<file path="config.mk">
export PLATFORM = sky130hd
export DESIGN_NAME = dbc_chopper
export DESIGN_NICKNAME = d
export VERILOG_FILES = /design/src/dbc_pkg.sv /design/src/dbc_bridge_if.sv /design/src/dbc_oneshot.sv /design/src/dbc_deadband.sv /design/src/dbc_chopper.sv
export VERILOG_INCLUDE_DIRS = /design/src
export SDC_FILE = /design/constraint.sdc
export NUM_CORES = 1
export LEC_CHECK = 0
export ABC_AREA = 1
export BUFFER_PORTS_ARGS = -buffer_cell sky130_fd_sc_hd__clkbuf_2
export CAP_MARGIN = 20
export CORE_MARGIN = 2
export CORE_UTILIZATION = 35
export CTS_BUF_LIST = sky130_fd_sc_hd__clkbuf_2 sky130_fd_sc_hd__clkbuf_4 sky130_fd_sc_hd__clkbuf_8
export DETAILED_ROUTE_END_ITERATION = 10
export PLACE_DENSITY_LB_ADDON = 0.3
export SYNTH_ARGS = -nofsm -noshare
export SYNTH_HDL_FRONTEND = slang
export SYNTH_SLANG_ARGS = --single-unit
</file>
<file path="constraint.sdc">
create_clock -name clk -period 2.1 [get_ports clk]
set_input_delay 0.21 -clock clk [delete_from_list [all_inputs] [get_ports clk]]
set_output_delay 0.21 -clock clk [all_outputs]
set_load 0.1 [all_outputs]
</file>
<file path="src/dbc_defines.svh">
// Purpose: Constants for the dual bridge current chopper.
// Assumes: clk runs at 250 MHz.
// Notes:   Cycle counts round up from the times in nanoseconds.
`ifndef DBC_DEFINES_SVH
`define DBC_DEFINES_SVH

// Clock rate and timer width.
`define DBC_CLK_MHZ    250
`define DBC_TMR_W      13

// Times in nanoseconds.
`define DBC_OFF_NS     30000
`define DBC_BLANK_NS   3000
`define DBC_DEAD_NS    300

// A least time in whole clock cycles, rounded up.
`define DBC_CYC(ns)    (((ns) * `DBC_CLK_MHZ + 999) / 1000)
`define DBC_OFF_CYC    `DBC_CYC(`DBC_OFF_NS)
`define DBC_BLANK_CYC  `DBC_CYC(`DBC_BLANK_NS)
`define DBC_DEAD_CYC   `DBC_CYC(`DBC_DEAD_NS)

// APB register byte offsets and reset values.
`define DBC_ADDR_W     12
`define DBC_CTRL_OFS   12'h000
`define DBC_STAT_OFS   12'h004
`define DBC_CTRL_RST   2'h3

// Switch pattern bits: high and low side of outputs a and b.
`define DBC_HSA        3
`define DBC_LSA        2
`define DBC_HSB        1
`define DBC_LSB        0

// Switch patterns.
`define DBC_PAT_FWD    4'h9
`define DBC_PAT_REV    4'h6
`define DBC_PAT_BRAKE  4'h5
`define DBC_PAT_OFF    4'h0

`endif

</file>
<file path="src/dbc_pkg.sv">
// Purpose: Types shared by the dual bridge current chopper.
// Assumes: Constants come from dbc_defines.svh.
// Notes:   State structs of the top module live here.
package dbc_pkg;

  // Channel regulator state; CH_ON is the set PWM latch.
  typedef enum logic [1:0] {CH_STOP, CH_ON, CH_OFF} dbc_chan_e;

  // Four switches of one full bridge.
  typedef logic [3:0] dbc_pat_t;

  // Whole state of the top module.
  typedef struct packed {
    logic [1:0]             en;
    logic [31:0]            rdata;
    dbc_chan_e [1:0]        st;
    logic [1:0]             zc;
  } dbc_top_s;

endpackage

</file>
<file path="src/dbc_bridge_if.sv">
// Purpose: Carries one bridge's wanted and applied switch patterns.
// Assumes: One instance per channel.
// Notes:   The deadband stage owns the applied pattern.
`timescale 1ns/1ps
interface dbc_bridge_if;
  dbc_pkg::dbc_pat_t desired;
  dbc_pkg::dbc_pat_t applied;
  modport ctl   (output desired, input applied);
  modport stage (input desired, output applied);
endinterface

</file>
<file path="src/dbc_oneshot.sv">
// Purpose: Retriggerable one-shot timer.
// Assumes: load is a one-cycle pulse.
// Notes:   busy is high for exactly count cycles after load.
`timescale 1ns/1ps
module dbc_oneshot #(
  parameter int W = 13
) (
  input  wire logic         clk,
  input  wire logic         nrst,
  input  wire logic         load,
  input  wire logic [W-1:0] count,
  output logic              busy
);
  typedef struct packed {
    logic [W-1:0] cnt;
  } dbc_shot_s;

  dbc_shot_s q;
  dbc_shot_s d;

  // Load wins over the running count so a retrigger restarts cleanly.
  always_comb begin
    d = q;
    if (load) begin
      d.cnt = count;
    end else if (q.cnt != '0) begin
      d.cnt = q.cnt - 1'b1;
    end
  end

  // State register.
  always_ff @(posedge clk) begin
    if (!nrst) begin
      q <= '0;
    end else begin
      q <= d;
    end
  end

  assign busy = (q.cnt != '0);
endmodule

</file>
<file path="src/dbc_deadband.sv">
// Purpose: Applies a bridge switch pattern with crossover dead time.
// Assumes: The wanted pattern never sets both switches of a half.
// Notes:   Switches turn off at once; turn-on waits the dead time.
`timescale 1ns/1ps
`include "dbc_defines.svh"
module dbc_deadband (
  input  wire logic   clk,
  input  wire logic   nrst,
  dbc_bridge_if.stage bif
);
  typedef struct packed {
    logic [3:0] applied;
    logic [3:0] want;
    logic       waiting;
  } dbc_db_s;

  dbc_db_s q;
  dbc_db_s d;
  logic    dead_load;
  logic    dead_busy;

  dbc_oneshot #(.W(`DBC_TMR_W)) u_dead (
    .clk   (clk),
    .nrst  (nrst),
    .load  (dead_load),
    .count (13'(`DBC_DEAD_CYC)),
    .busy  (dead_busy)
  );

  // Drop removed switches now; a new switch waits a full dead time
  // after its partner went off, restarting if the target moves.
  always_comb begin
    d = q;
    dead_load = 1'b0;
    d.applied = q.applied & bif.desired;
    d.want = bif.desired;
    if ((bif.desired & ~q.applied) == '0) begin
      d.waiting = 1'b0;
    end else if (!q.waiting || bif.desired != q.want) begin
      dead_load = 1'b1;
      d.waiting = 1'b1;
    end else if (!dead_busy) begin
      d.applied = bif.desired;
      d.waiting = 1'b0;
    end
  end

  // State register; all switches off in reset.
  always_ff @(posedge clk) begin
    if (!nrst) begin
      q <= '0;
    end else begin
      q <= d;
    end
  end

  assign bif.applied = q.applied;

  a_no_shoot_thru: assert property (
    @(posedge clk) disable iff (!nrst)
    !(q.applied[`DBC_HSA] && q.applied[`DBC_LSA]) &&
    !(q.applied[`DBC_HSB] && q.applied[`DBC_LSB]))
    else $error("Both switches of a half bridge are on.");

  a_dead_before_on: assert property (
    @(posedge clk) disable iff (!nrst)
    ((q.applied & ~$past(q.applied)) != '0) |-> $past(dead_busy, 2))
    else $error("A switch turned on without a dead interval.");
endmodule

</file>
<file path="src/dbc_chopper.sv">
// Purpose: Dual full bridge fixed off-time PWM current chopper.
// Assumes: Comparator, zero-current and fault inputs are synchronous.
// Notes:   Switch enables leave through a deadband stage per bridge.
`timescale 1ns/1ps
`include "dbc_defines.svh"
module dbc_chopper #(
  parameter logic [12:0] OFF_CYCLES = 13'(`DBC_OFF_CYC)
) (
  input  wire logic        clk,
  input  wire logic        nrst,
  input  wire logic        psel,
  input  wire logic        penable,
  input  wire logic        pwrite,
  input  wire logic [11:0] paddr,
  input  wire logic [31:0] pwdata,
  output logic [31:0]      prdata,
  output logic             pready,
  output logic             pslverr,
  input  wire logic [1:0]  direction_select,
  input  wire logic [1:0]  bridge_drive_gate,
  input  wire logic [1:0]  decay_select,
  input  wire logic [1:0]  trip_current_hit,
  input  wire logic [1:0]  zero_current,
  input  wire logic        thermal_fault,
  input  wire logic        pump_reservoir_low,
  input  wire logic        undervoltage_lockout,
  output logic [1:0]       bridge_output_a_hs,
  output logic [1:0]       bridge_output_a_ls,
  output logic [1:0]       bridge_output_b_hs,
  output logic [1:0]       bridge_output_b_ls
);

  dbc_pkg::dbc_top_s           q;
  dbc_pkg::dbc_top_s           d;
  dbc_pkg::dbc_pat_t [1:0]     pat;
  logic                        fault;
  logic [1:0]                  blocked;
  logic [1:0]                  off_load;
  logic [1:0]                  off_busy;
  logic [1:0]                  blank_load;
  logic [1:0]                  blank_busy;
  logic [1:0]                  st_on;
  logic [1:0]                  st_off;
  logic                        setup;
  logic                        access;
  logic                        hit_ctrl;
  logic                        hit_stat;

  // Diagonal drive pattern for a direction level.
  function automatic dbc_pkg::dbc_pat_t drive_pat(input logic dir);
    drive_pat = dir ? `DBC_PAT_FWD : `DBC_PAT_REV;
  endfunction

  // Any fault source stops every bridge; no latching, so drive
  // resumes by itself once the source clears.
  assign fault = thermal_fault | pump_reservoir_low |
                 undervoltage_lockout;

  // APB decode; the slave never waits.
  assign setup    = psel && !penable;
  assign access   = psel && penable;
  assign hit_ctrl = (paddr == `DBC_CTRL_OFS);
  assign hit_stat = (paddr == `DBC_STAT_OFS);
  assign pready   = 1'b1;
  assign pslverr  = access && !(hit_ctrl || hit_stat);
  assign prdata   = q.rdata;

  // State summaries for the status register.
  always_comb begin
    for (int c = 0; c < 2; c++) begin
      st_on[c]  = (q.st[c] == dbc_pkg::CH_ON);
      st_off[c] = (q.st[c] == dbc_pkg::CH_OFF);
    end
  end

  // Next state: APB, then each channel's regulator and pattern.
  always_comb begin
    d = q;
    off_load = 2'h0;
    blank_load = 2'h0;
    pat = '0;
    blocked = 2'h0;

    // Read data is captured in setup, so it is stable in access.
    if (setup) begin
      if (hit_ctrl) begin
        d.rdata = {30'h0, q.en};
      end else if (hit_stat) begin
        d.rdata = {25'h0, fault, q.zc, st_off, st_on};
      end else begin
        d.rdata = 32'h0;
      end
    end
    if (access && pwrite && hit_ctrl) begin
      d.en = pwdata[1:0];
    end

    // Both channels run the same code with no shared state.
    for (int c = 0; c < 2; c++) begin
      blocked[c] = fault | ~q.en[c];
      case (q.st[c])
        dbc_pkg::CH_STOP: begin
          // Start an on phase; the switching starts blanking.
          if (!blocked[c] && bridge_drive_gate[c]) begin
            d.st[c] = dbc_pkg::CH_ON;
            d.zc[c] = 1'b0;
            blank_load[c] = 1'b1;
          end
        end
        dbc_pkg::CH_ON: begin
          if (blocked[c] || !bridge_drive_gate[c]) begin
            d.st[c] = dbc_pkg::CH_STOP;
          end else if (trip_current_hit[c] && !blank_busy[c]) begin
            // Latch reset: high side off, off timer runs.
            d.st[c] = dbc_pkg::CH_OFF;
            off_load[c] = 1'b1;
            blank_load[c] = 1'b1;
          end
        end
        dbc_pkg::CH_OFF: begin
          if (blocked[c] || !bridge_drive_gate[c]) begin
            d.st[c] = dbc_pkg::CH_STOP;
          end else if (!off_busy[c]) begin
            // Timer expired: set the latch again.
            d.st[c] = dbc_pkg::CH_ON;
            d.zc[c] = 1'b0;
            blank_load[c] = 1'b1;
          end
        end
        default: begin
          d.st[c] = dbc_pkg::CH_STOP;
        end
      endcase

      // Zero crossing seen during any decay stays until next on phase.
      if (d.st[c] != dbc_pkg::CH_ON && zero_current[c]) begin
        d.zc[c] = 1'b1;
      end

      // Switch pattern for this channel.
      if (blocked[c]) begin
        pat[c] = `DBC_PAT_OFF;
      end else if (q.st[c] == dbc_pkg::CH_ON) begin
        pat[c] = drive_pat(direction_select[c]);
      end else if (q.st[c] == dbc_pkg::CH_OFF ||
                   !bridge_drive_gate[c]) begin
        if (decay_select[c]) begin
          // Slow decay: both low sides conduct. The brake holds while
          // the gate is low, so back-EMF stays shorted.
          if (q.st[c] == dbc_pkg::CH_STOP) begin
            pat[c] = `DBC_PAT_BRAKE;
          end else if (!q.zc[c]) begin
            pat[c] = `DBC_PAT_BRAKE;
          end else begin
            pat[c] = `DBC_PAT_OFF;
          end
        end else if (!q.zc[c]) begin
          // Fast decay: inverse of the on-phase drive for this direction.
          pat[c] = drive_pat(~direction_select[c]);
        end else begin
          pat[c] = `DBC_PAT_OFF;
        end
      end else begin
        pat[c] = `DBC_PAT_OFF;
      end
    end
  end

  // State register; channels stopped, both enabled after reset.
  always_ff @(posedge clk) begin
    if (!nrst) begin
      q.en    <= `DBC_CTRL_RST;
      q.rdata <= 32'h0;
      q.st    <= '{dbc_pkg::CH_STOP, dbc_pkg::CH_STOP};
      q.zc    <= 2'h0;
    end else begin
      q <= d;
    end
  end

  dbc_bridge_if bif [2] ();

  // Per-bridge timers, deadband stage and checks.
  for (genvar c = 0; c < 2; c++) begin : g_ch
    dbc_oneshot #(.W(`DBC_TMR_W)) u_off (
      .clk   (clk),
      .nrst  (nrst),
      .load  (off_load[c]),
      .count (OFF_CYCLES),
      .busy  (off_busy[c])
    );

    dbc_oneshot #(.W(`DBC_TMR_W)) u_blank (
      .clk   (clk),
      .nrst  (nrst),
      .load  (blank_load[c]),
      .count (13'(`DBC_BLANK_CYC)),
      .busy  (blank_busy[c])
    );

    dbc_deadband u_db (
      .clk  (clk),
      .nrst (nrst),
      .bif  (bif[c])
    );

    // Switch enables come straight from the deadband flip-flops.
    assign bif[c].desired       = pat[c];
    assign bridge_output_a_hs[c] = bif[c].applied[`DBC_HSA];
    assign bridge_output_a_ls[c] = bif[c].applied[`DBC_LSA];
    assign bridge_output_b_hs[c] = bif[c].applied[`DBC_HSB];
    assign bridge_output_b_ls[c] = bif[c].applied[`DBC_LSB];

    // The wanted pattern must drop the sourcing high side at once;
    // 4'hA masks the two high-side switches of a pattern.
    a_trip_to_off: assert property (
      @(posedge clk) disable iff (!nrst)
      (q.st[c] == dbc_pkg::CH_ON && trip_current_hit[c] &&
       !blank_busy[c] && !blocked[c] && bridge_drive_gate[c])
      |=> q.st[c] == dbc_pkg::CH_OFF && off_busy[c] &&
          (pat[c] & drive_pat(direction_select[c]) &
           4'hA) == 4'h0)
      else $error("Trip did not end the on phase.");

    a_off_holds: assert property (
      @(posedge clk) disable iff (!nrst)
      (q.st[c] == dbc_pkg::CH_OFF && off_busy[c])
      |-> (d.st[c] != dbc_pkg::CH_ON))
      else $error("Drive resumed before the off time ended.");

    a_blank_ignore: assert property (
      @(posedge clk) disable iff (!nrst)
      $rose(q.st[c] == dbc_pkg::CH_ON) |-> blank_busy[c] [*8])
      else $error("Sense blanking missing after switching.");

    a_expiry_drive: assert property (
      @(posedge clk) disable iff (!nrst)
      (q.st[c] == dbc_pkg::CH_OFF && !off_busy[c] &&
       !blocked[c] && bridge_drive_gate[c])
      |=> q.st[c] == dbc_pkg::CH_ON ##1 blank_busy[c])
      else $error("Off timer expiry did not restart drive.");

    a_fault_off: assert property (
      @(posedge clk) disable iff (!nrst)
      (thermal_fault || pump_reservoir_low)
      |=> !bridge_output_a_hs[c] && !bridge_output_a_ls[c] &&
          !bridge_output_b_hs[c] && !bridge_output_b_ls[c])
      else $error("Outputs stayed on during a fault.");

    a_undervoltage_lockout_off: assert property (
      @(posedge clk) disable iff (!nrst)
      undervoltage_lockout [*2]
      |-> q.st[c] == dbc_pkg::CH_STOP && pat[c] == `DBC_PAT_OFF)
      else $error("Drivers active under lockout.");

    a_direction: assert property (
      @(posedge clk) disable iff (!nrst)
      (q.st[c] == dbc_pkg::CH_ON &&
       $past(q.st[c]) == dbc_pkg::CH_ON &&
       $stable(direction_select[c]))
      |-> !(bridge_output_a_hs[c] && !direction_select[c]) &&
          !(bridge_output_b_hs[c] && direction_select[c]))
      else $error("Drive disagrees with the direction input.");

    a_brake_both_low: assert property (
      @(posedge clk) disable iff (!nrst)
      (q.st[c] == dbc_pkg::CH_STOP && !blocked[c] &&
       !bridge_drive_gate[c] && decay_select[c])
      |-> pat[c] == `DBC_PAT_BRAKE)
      else $error("Brake did not drive both outputs low.");

    a_zero_cut: assert property (
      @(posedge clk) disable iff (!nrst)
      (q.st[c] != dbc_pkg::CH_ON && zero_current[c] && !blocked[c] &&
       !(!bridge_drive_gate[c] && decay_select[c]))
      ##1 $stable(decay_select[c])
      |-> (q.st[c] == dbc_pkg::CH_ON) || pat[c] == `DBC_PAT_OFF)
      else $error("Rectification stayed on after zero current.");

    // Pattern and regulator checks; each watches this channel only,
    // so a fault in one regulator cannot hide behind the other.
    a_on_diagonal: assert property (
      @(posedge clk) disable iff (!nrst)
      (q.st[c] == dbc_pkg::CH_ON && !blocked[c])
      |-> pat[c] == (direction_select[c] ? `DBC_PAT_FWD : `DBC_PAT_REV))
      else $error("On phase did not drive a diagonal pair.");

    a_stop_start: assert property (
      @(posedge clk) disable iff (!nrst)
      (q.st[c] == dbc_pkg::CH_STOP && !blocked[c] &&
       bridge_drive_gate[c])
      |=> q.st[c] == dbc_pkg::CH_ON && blank_busy[c])
      else $error("Gate high did not start a blanked on phase.");

    a_slow_brake: assert property (
      @(posedge clk) disable iff (!nrst)
      (q.st[c] == dbc_pkg::CH_OFF && !blocked[c] && decay_select[c] &&
       !q.zc[c])
      |-> pat[c] == `DBC_PAT_BRAKE)
      else $error("Slow decay did not short through the low sides.");

    a_fast_inverse: assert property (
      @(posedge clk) disable iff (!nrst)
      (q.st[c] != dbc_pkg::CH_ON && !blocked[c] && !decay_select[c] &&
       !q.zc[c] && (q.st[c] == dbc_pkg::CH_OFF || !bridge_drive_gate[c]))
      |-> pat[c] == (direction_select[c] ? `DBC_PAT_REV : `DBC_PAT_FWD))
      else $error("Fast decay did not reverse the drive.");

    a_zero_sticky: assert property (
      @(posedge clk) disable iff (!nrst)
      (q.zc[c] && d.st[c] != dbc_pkg::CH_ON) |=> q.zc[c])
      else $error("Zero-current flag cleared during decay.");

    a_blocked_stop: assert property (
      @(posedge clk) disable iff (!nrst)
      blocked[c] |=> q.st[c] == dbc_pkg::CH_STOP)
      else $error("Regulator kept running while blocked.");

    a_off_entry_busy: assert property (
      @(posedge clk) disable iff (!nrst)
      $rose(q.st[c] == dbc_pkg::CH_OFF) |-> off_busy[c])
      else $error("Off phase began without its timer.");

    a_trip_blanked: assert property (
      @(posedge clk) disable iff (!nrst)
      (q.st[c] == dbc_pkg::CH_ON && blank_busy[c] && !blocked[c] &&
       bridge_drive_gate[c])
      |=> q.st[c] == dbc_pkg::CH_ON)
      else $error("Sense trip acted inside the blanking time.");
  end

endmodule

</file>
==> impl_metrics.env <==
export IMPL_yosys_area_share_xor_xnor_pct=3.63
export IMPL_first_pass_iters=4
export IMPL_chipHeight_um=138
export IMPL_rows=48
export IMPL_r2r_setup_slack_ps=230
export IMPL_drt_wl_total_mm=12.5
export IMPL_netlist_instances=894
export IMPL_synth_top_area_share_pct=35.5
export IMPL_place_inst=1150
export IMPL_async_flop_share_pct=0
export IMPL_cts_max_level=3
export IMPL_fillers=1868
export IMPL_grt_pass1_vias=4863
export IMPL_yosysWarnings=0
export IMPL_postCtsHoldBufs=0
export IMPL_critPathLaunchType="flip-flop"
export IMPL_yosys_most_used_dff="dfxtp_1"
export IMPL_yosys_area_share_simple_pct=34.9
export IMPL_status="finished, final reports clean"
export IMPL_fin_skew_ps=8.25
export IMPL_die_w_um=138
export IMPL_cts_resized=0
export IMPL_clock_sinks=111
export IMPL_synth_fa_ha_area_share_pct=2.00
export IMPL_arrival_ps=2170
export IMPL_drv_slew=0
export IMPL_crit_required_ps=2410
export IMPL_maxCapViolations=0
export IMPL_dp_hpwl_mm=9.53
export IMPL_critPathLaunch="g_ch[1].u_off.q[0]"
export IMPL_hold_viol=0
export IMPL_crit_slowest_cell="o21ai_0"
export IMPL_p_leak_nw=3.27
export IMPL_setup_violations=0
export IMPL_critical_path_class="flip-flop to flip-flop"
export IMPL_synth_top_family_by_area="simple AND/OR/NAND/NOR gates"
export IMPL_cp_common_cell="nand3_1"
export IMPL_post_route_drc_count=0
export IMPL_dp_slack_ps=228
export IMPL_final_cells=1167
export IMPL_synth_edf_count=0
export IMPL_min_period_ps=1870
export IMPL_insertion_delay_ps=380
export IMPL_grt_ovfl_total=0
export IMPL_synth_distinct_cells=42
export IMPL_clockBufferDepth=2
export IMPL_maxSlewHeadroom_pct=63.4
export IMPL_synth_compound_area_share_pct=9.88
export IMPL_antenna_found_initial=1
export IMPL_grt_total_usage_pct=14.3
export IMPL_muxShareOfSynthArea_pct=0
export IMPL_routabilityCongestion=0.804
export IMPL_grt_pass1_wl_mm=21.7
export IMPL_core_area_mm2=0.0174
export IMPL_initial_core_util_pct=36.0
export IMPL_crit_end="g_ch[1].u_blank.q[0]"
export IMPL_hold_ws_ps=73.6
export IMPL_clkTransAtPathRegs_ps=100
export IMPL_ant_nets=0
export IMPL_numPortBuffers=47
export IMPL_hp_class="primary input to flip-flop"
export IMPL_irDropWorstVdd_mv=0.399
export IMPL_wire_per_inst_um=10.7
export IMPL_reg2reg_from="g_ch[1].u_off.q[0]"
export IMPL_ios=104
export IMPL_rsz0062_at_grt="no"
export IMPL_synthTopCellsByArea="dfxtp_1 (35%), nand2_1 (9.5%), inv_1 (8.2%)"
export IMPL_post_cts_buffers=0
export IMPL_end_kind="flip-flop"
export IMPL_first_iter_violations=295
export IMPL_root_buffer="clkbuf_8"
export IMPL_nets=1008
export IMPL_synthesis_area_mm2=0.00627
export IMPL_fmax_mhz=536
export IMPL_yosys_area_top_type="dfxtp_1"
export IMPL_ys_top_cells_by_count="nand2_1 (158), inv_1 (137), nor2_1 (117)"
export IMPL_yosys_register_bits=111
export IMPL_ys_seq_area_share_pct=35.5
export IMPL_p_per_area_mw_per_mm2=1440
export IMPL_critical_path_cell_chain="inv_1 > ha_1 > nand3_1 > nor3_2 > o21ai_0 > nand3_1 > a21oi_1"
export IMPL_period_share_pct=88.8
export IMPL_vias=5318
export IMPL_setup_slack_ps=234
export IMPL_fin_tns_setup_ps=0
export IMPL_tightest_slew_ps=551
export IMPL_cts_tree="yes"
export IMPL_cts_buffers=9
export IMPL_die_area_mm2=0.0190
export IMPL_worst_path_max_fanout=6
export IMPL_r2r_end="g_ch[1].u_blank.q[0]"
export IMPL_max_stage_delay_ps=400
export IMPL_drive_above_1_share_pct=15.5
export IMPL_area_delta_synth_final_pct=8.97
export IMPL_syn_area_per_cell_um2=7.01
export IMPL_yosys_cell_count_top_type="nand2_1"
export IMPL_grt_max_degree=31
export IMPL_reg2reg_depth=7
export IMPL_vias_per_cell=4.56
report_power, final:
part           leakage (nW)  switching, mW  internal (mW)  total [mW]
Clock                 0.120          0.739          0.738        1.48
Sequential            0.910          0.548           2.79        3.34
Combinational          2.24           3.18           1.86        5.03
Total                  3.27           4.47           5.39        9.85
logic make-up (layout without fill, tap and decap cells):
logic type / count (synthesis) / after routing
simple gates: 442 / 442
other cells: 2 / 27
compound gates: 112 / 112
buf+inv: 191 / 214
xor+xnor: 26 / 26
flops: 111 / 111
fa+ha+maj: 10 / 10
per-stage QoR:
| stage | power, mW | instance area, µm² | util (%) |
|---|---|---|---|
| 6_report | 9.85 | 6830 | 39.2 |
| 5_1_grt | 10.9 | 6830 | 39.2 |
| 4_1_cts | 9.94 | 6830 | 39.2 |
| 3_5_place_dp | 8.42 | 6600 | 37.9 |
| 3_3_place_gp | 8.38 | 6600 | 37.9 |
| 2_1_floorplan | 7.54 | 6360 | - |
layout make-up:
cell class	count	area [µm²]	area share, %
clock inverter	5	78.8	1.15
sequential	111	2220	32.5
antenna	1	2.50	0.0367
multi-input combinational	616	3260	47.7
tap	225	282	4.12
timing repair buffer	55	295	4.32
inverter	143	537	7.86
clock buffer	11	151	2.22
registers in the layout, summed over array words and instances (netlist names):
| register | cells |
|---|---|
| g_ch.u_blank.q | 26 |
| g_ch.u_db.bif.applied | 8 |
| g_ch.u_db.q | 10 |
| g_ch.u_db.u_dead.q | 26 |
| g_ch.u_off.q | 26 |
| prdata | 7 |
| q | 8 |
cell usage in the layout (no fill, tap or decap), types with 6 or more instances in the layout:
cell	instances
nor2_2	12
nand2_2	17
conb_1	26
buf_4	8
nor2_4	8
clkbuf_8	11
ha_1	10
inv_1	137
o21ai_1	7
nand2_1	158
nand4_1	17
inv_2	6
nor3_1	16
a21oi_1	62
clkbuf_2	47
nor2_1	117
dfxtp_1	111
o21ai_0	24
xor2_1	24
nand3_2	6
nand3_1	61
per-layer routing:
metal	vias up	global-route usage [%]	part of all wire, %
met1	2351	17.8	48
met2	93	24.0	46
met3	12	3.13	5.0
met4	0	5.39	1.3
li1	2862	-	-
met5	-	0	0
worst min-delay path by stage:
stage	startpoint	to	slack, ps	cells past startpoint
2_1_floorplan	pwdata[0]	q[38]	340	2
5_1_grt	zero_current[1]	q[1]	80	3
4_1_cts	pwdata[0]	q[38]	60	3
6_report	pwdata[1]	q[39]	70	3
3_3_place_gp	g_ch[1].u_db.u_dead.q[12]	g_ch[1].u_db.u_dead.q[12]	430	2
3_5_place_dp	g_ch[1].u_db.u_dead.q[12]	g_ch[1].u_db.u_dead.q[12]	450	2
worst max-delay path: cells and delay by family, from the launching register on:
kind,cells,cell delay (ps)
AO/OA/AOI/OAI,2,620
adder cells (fa/ha/maj),1,210
buffers and inverters,1,80
flip-flops,1,370
AND/OR/NAND/NOR,3,510
(Power assumes the default switching activity.)
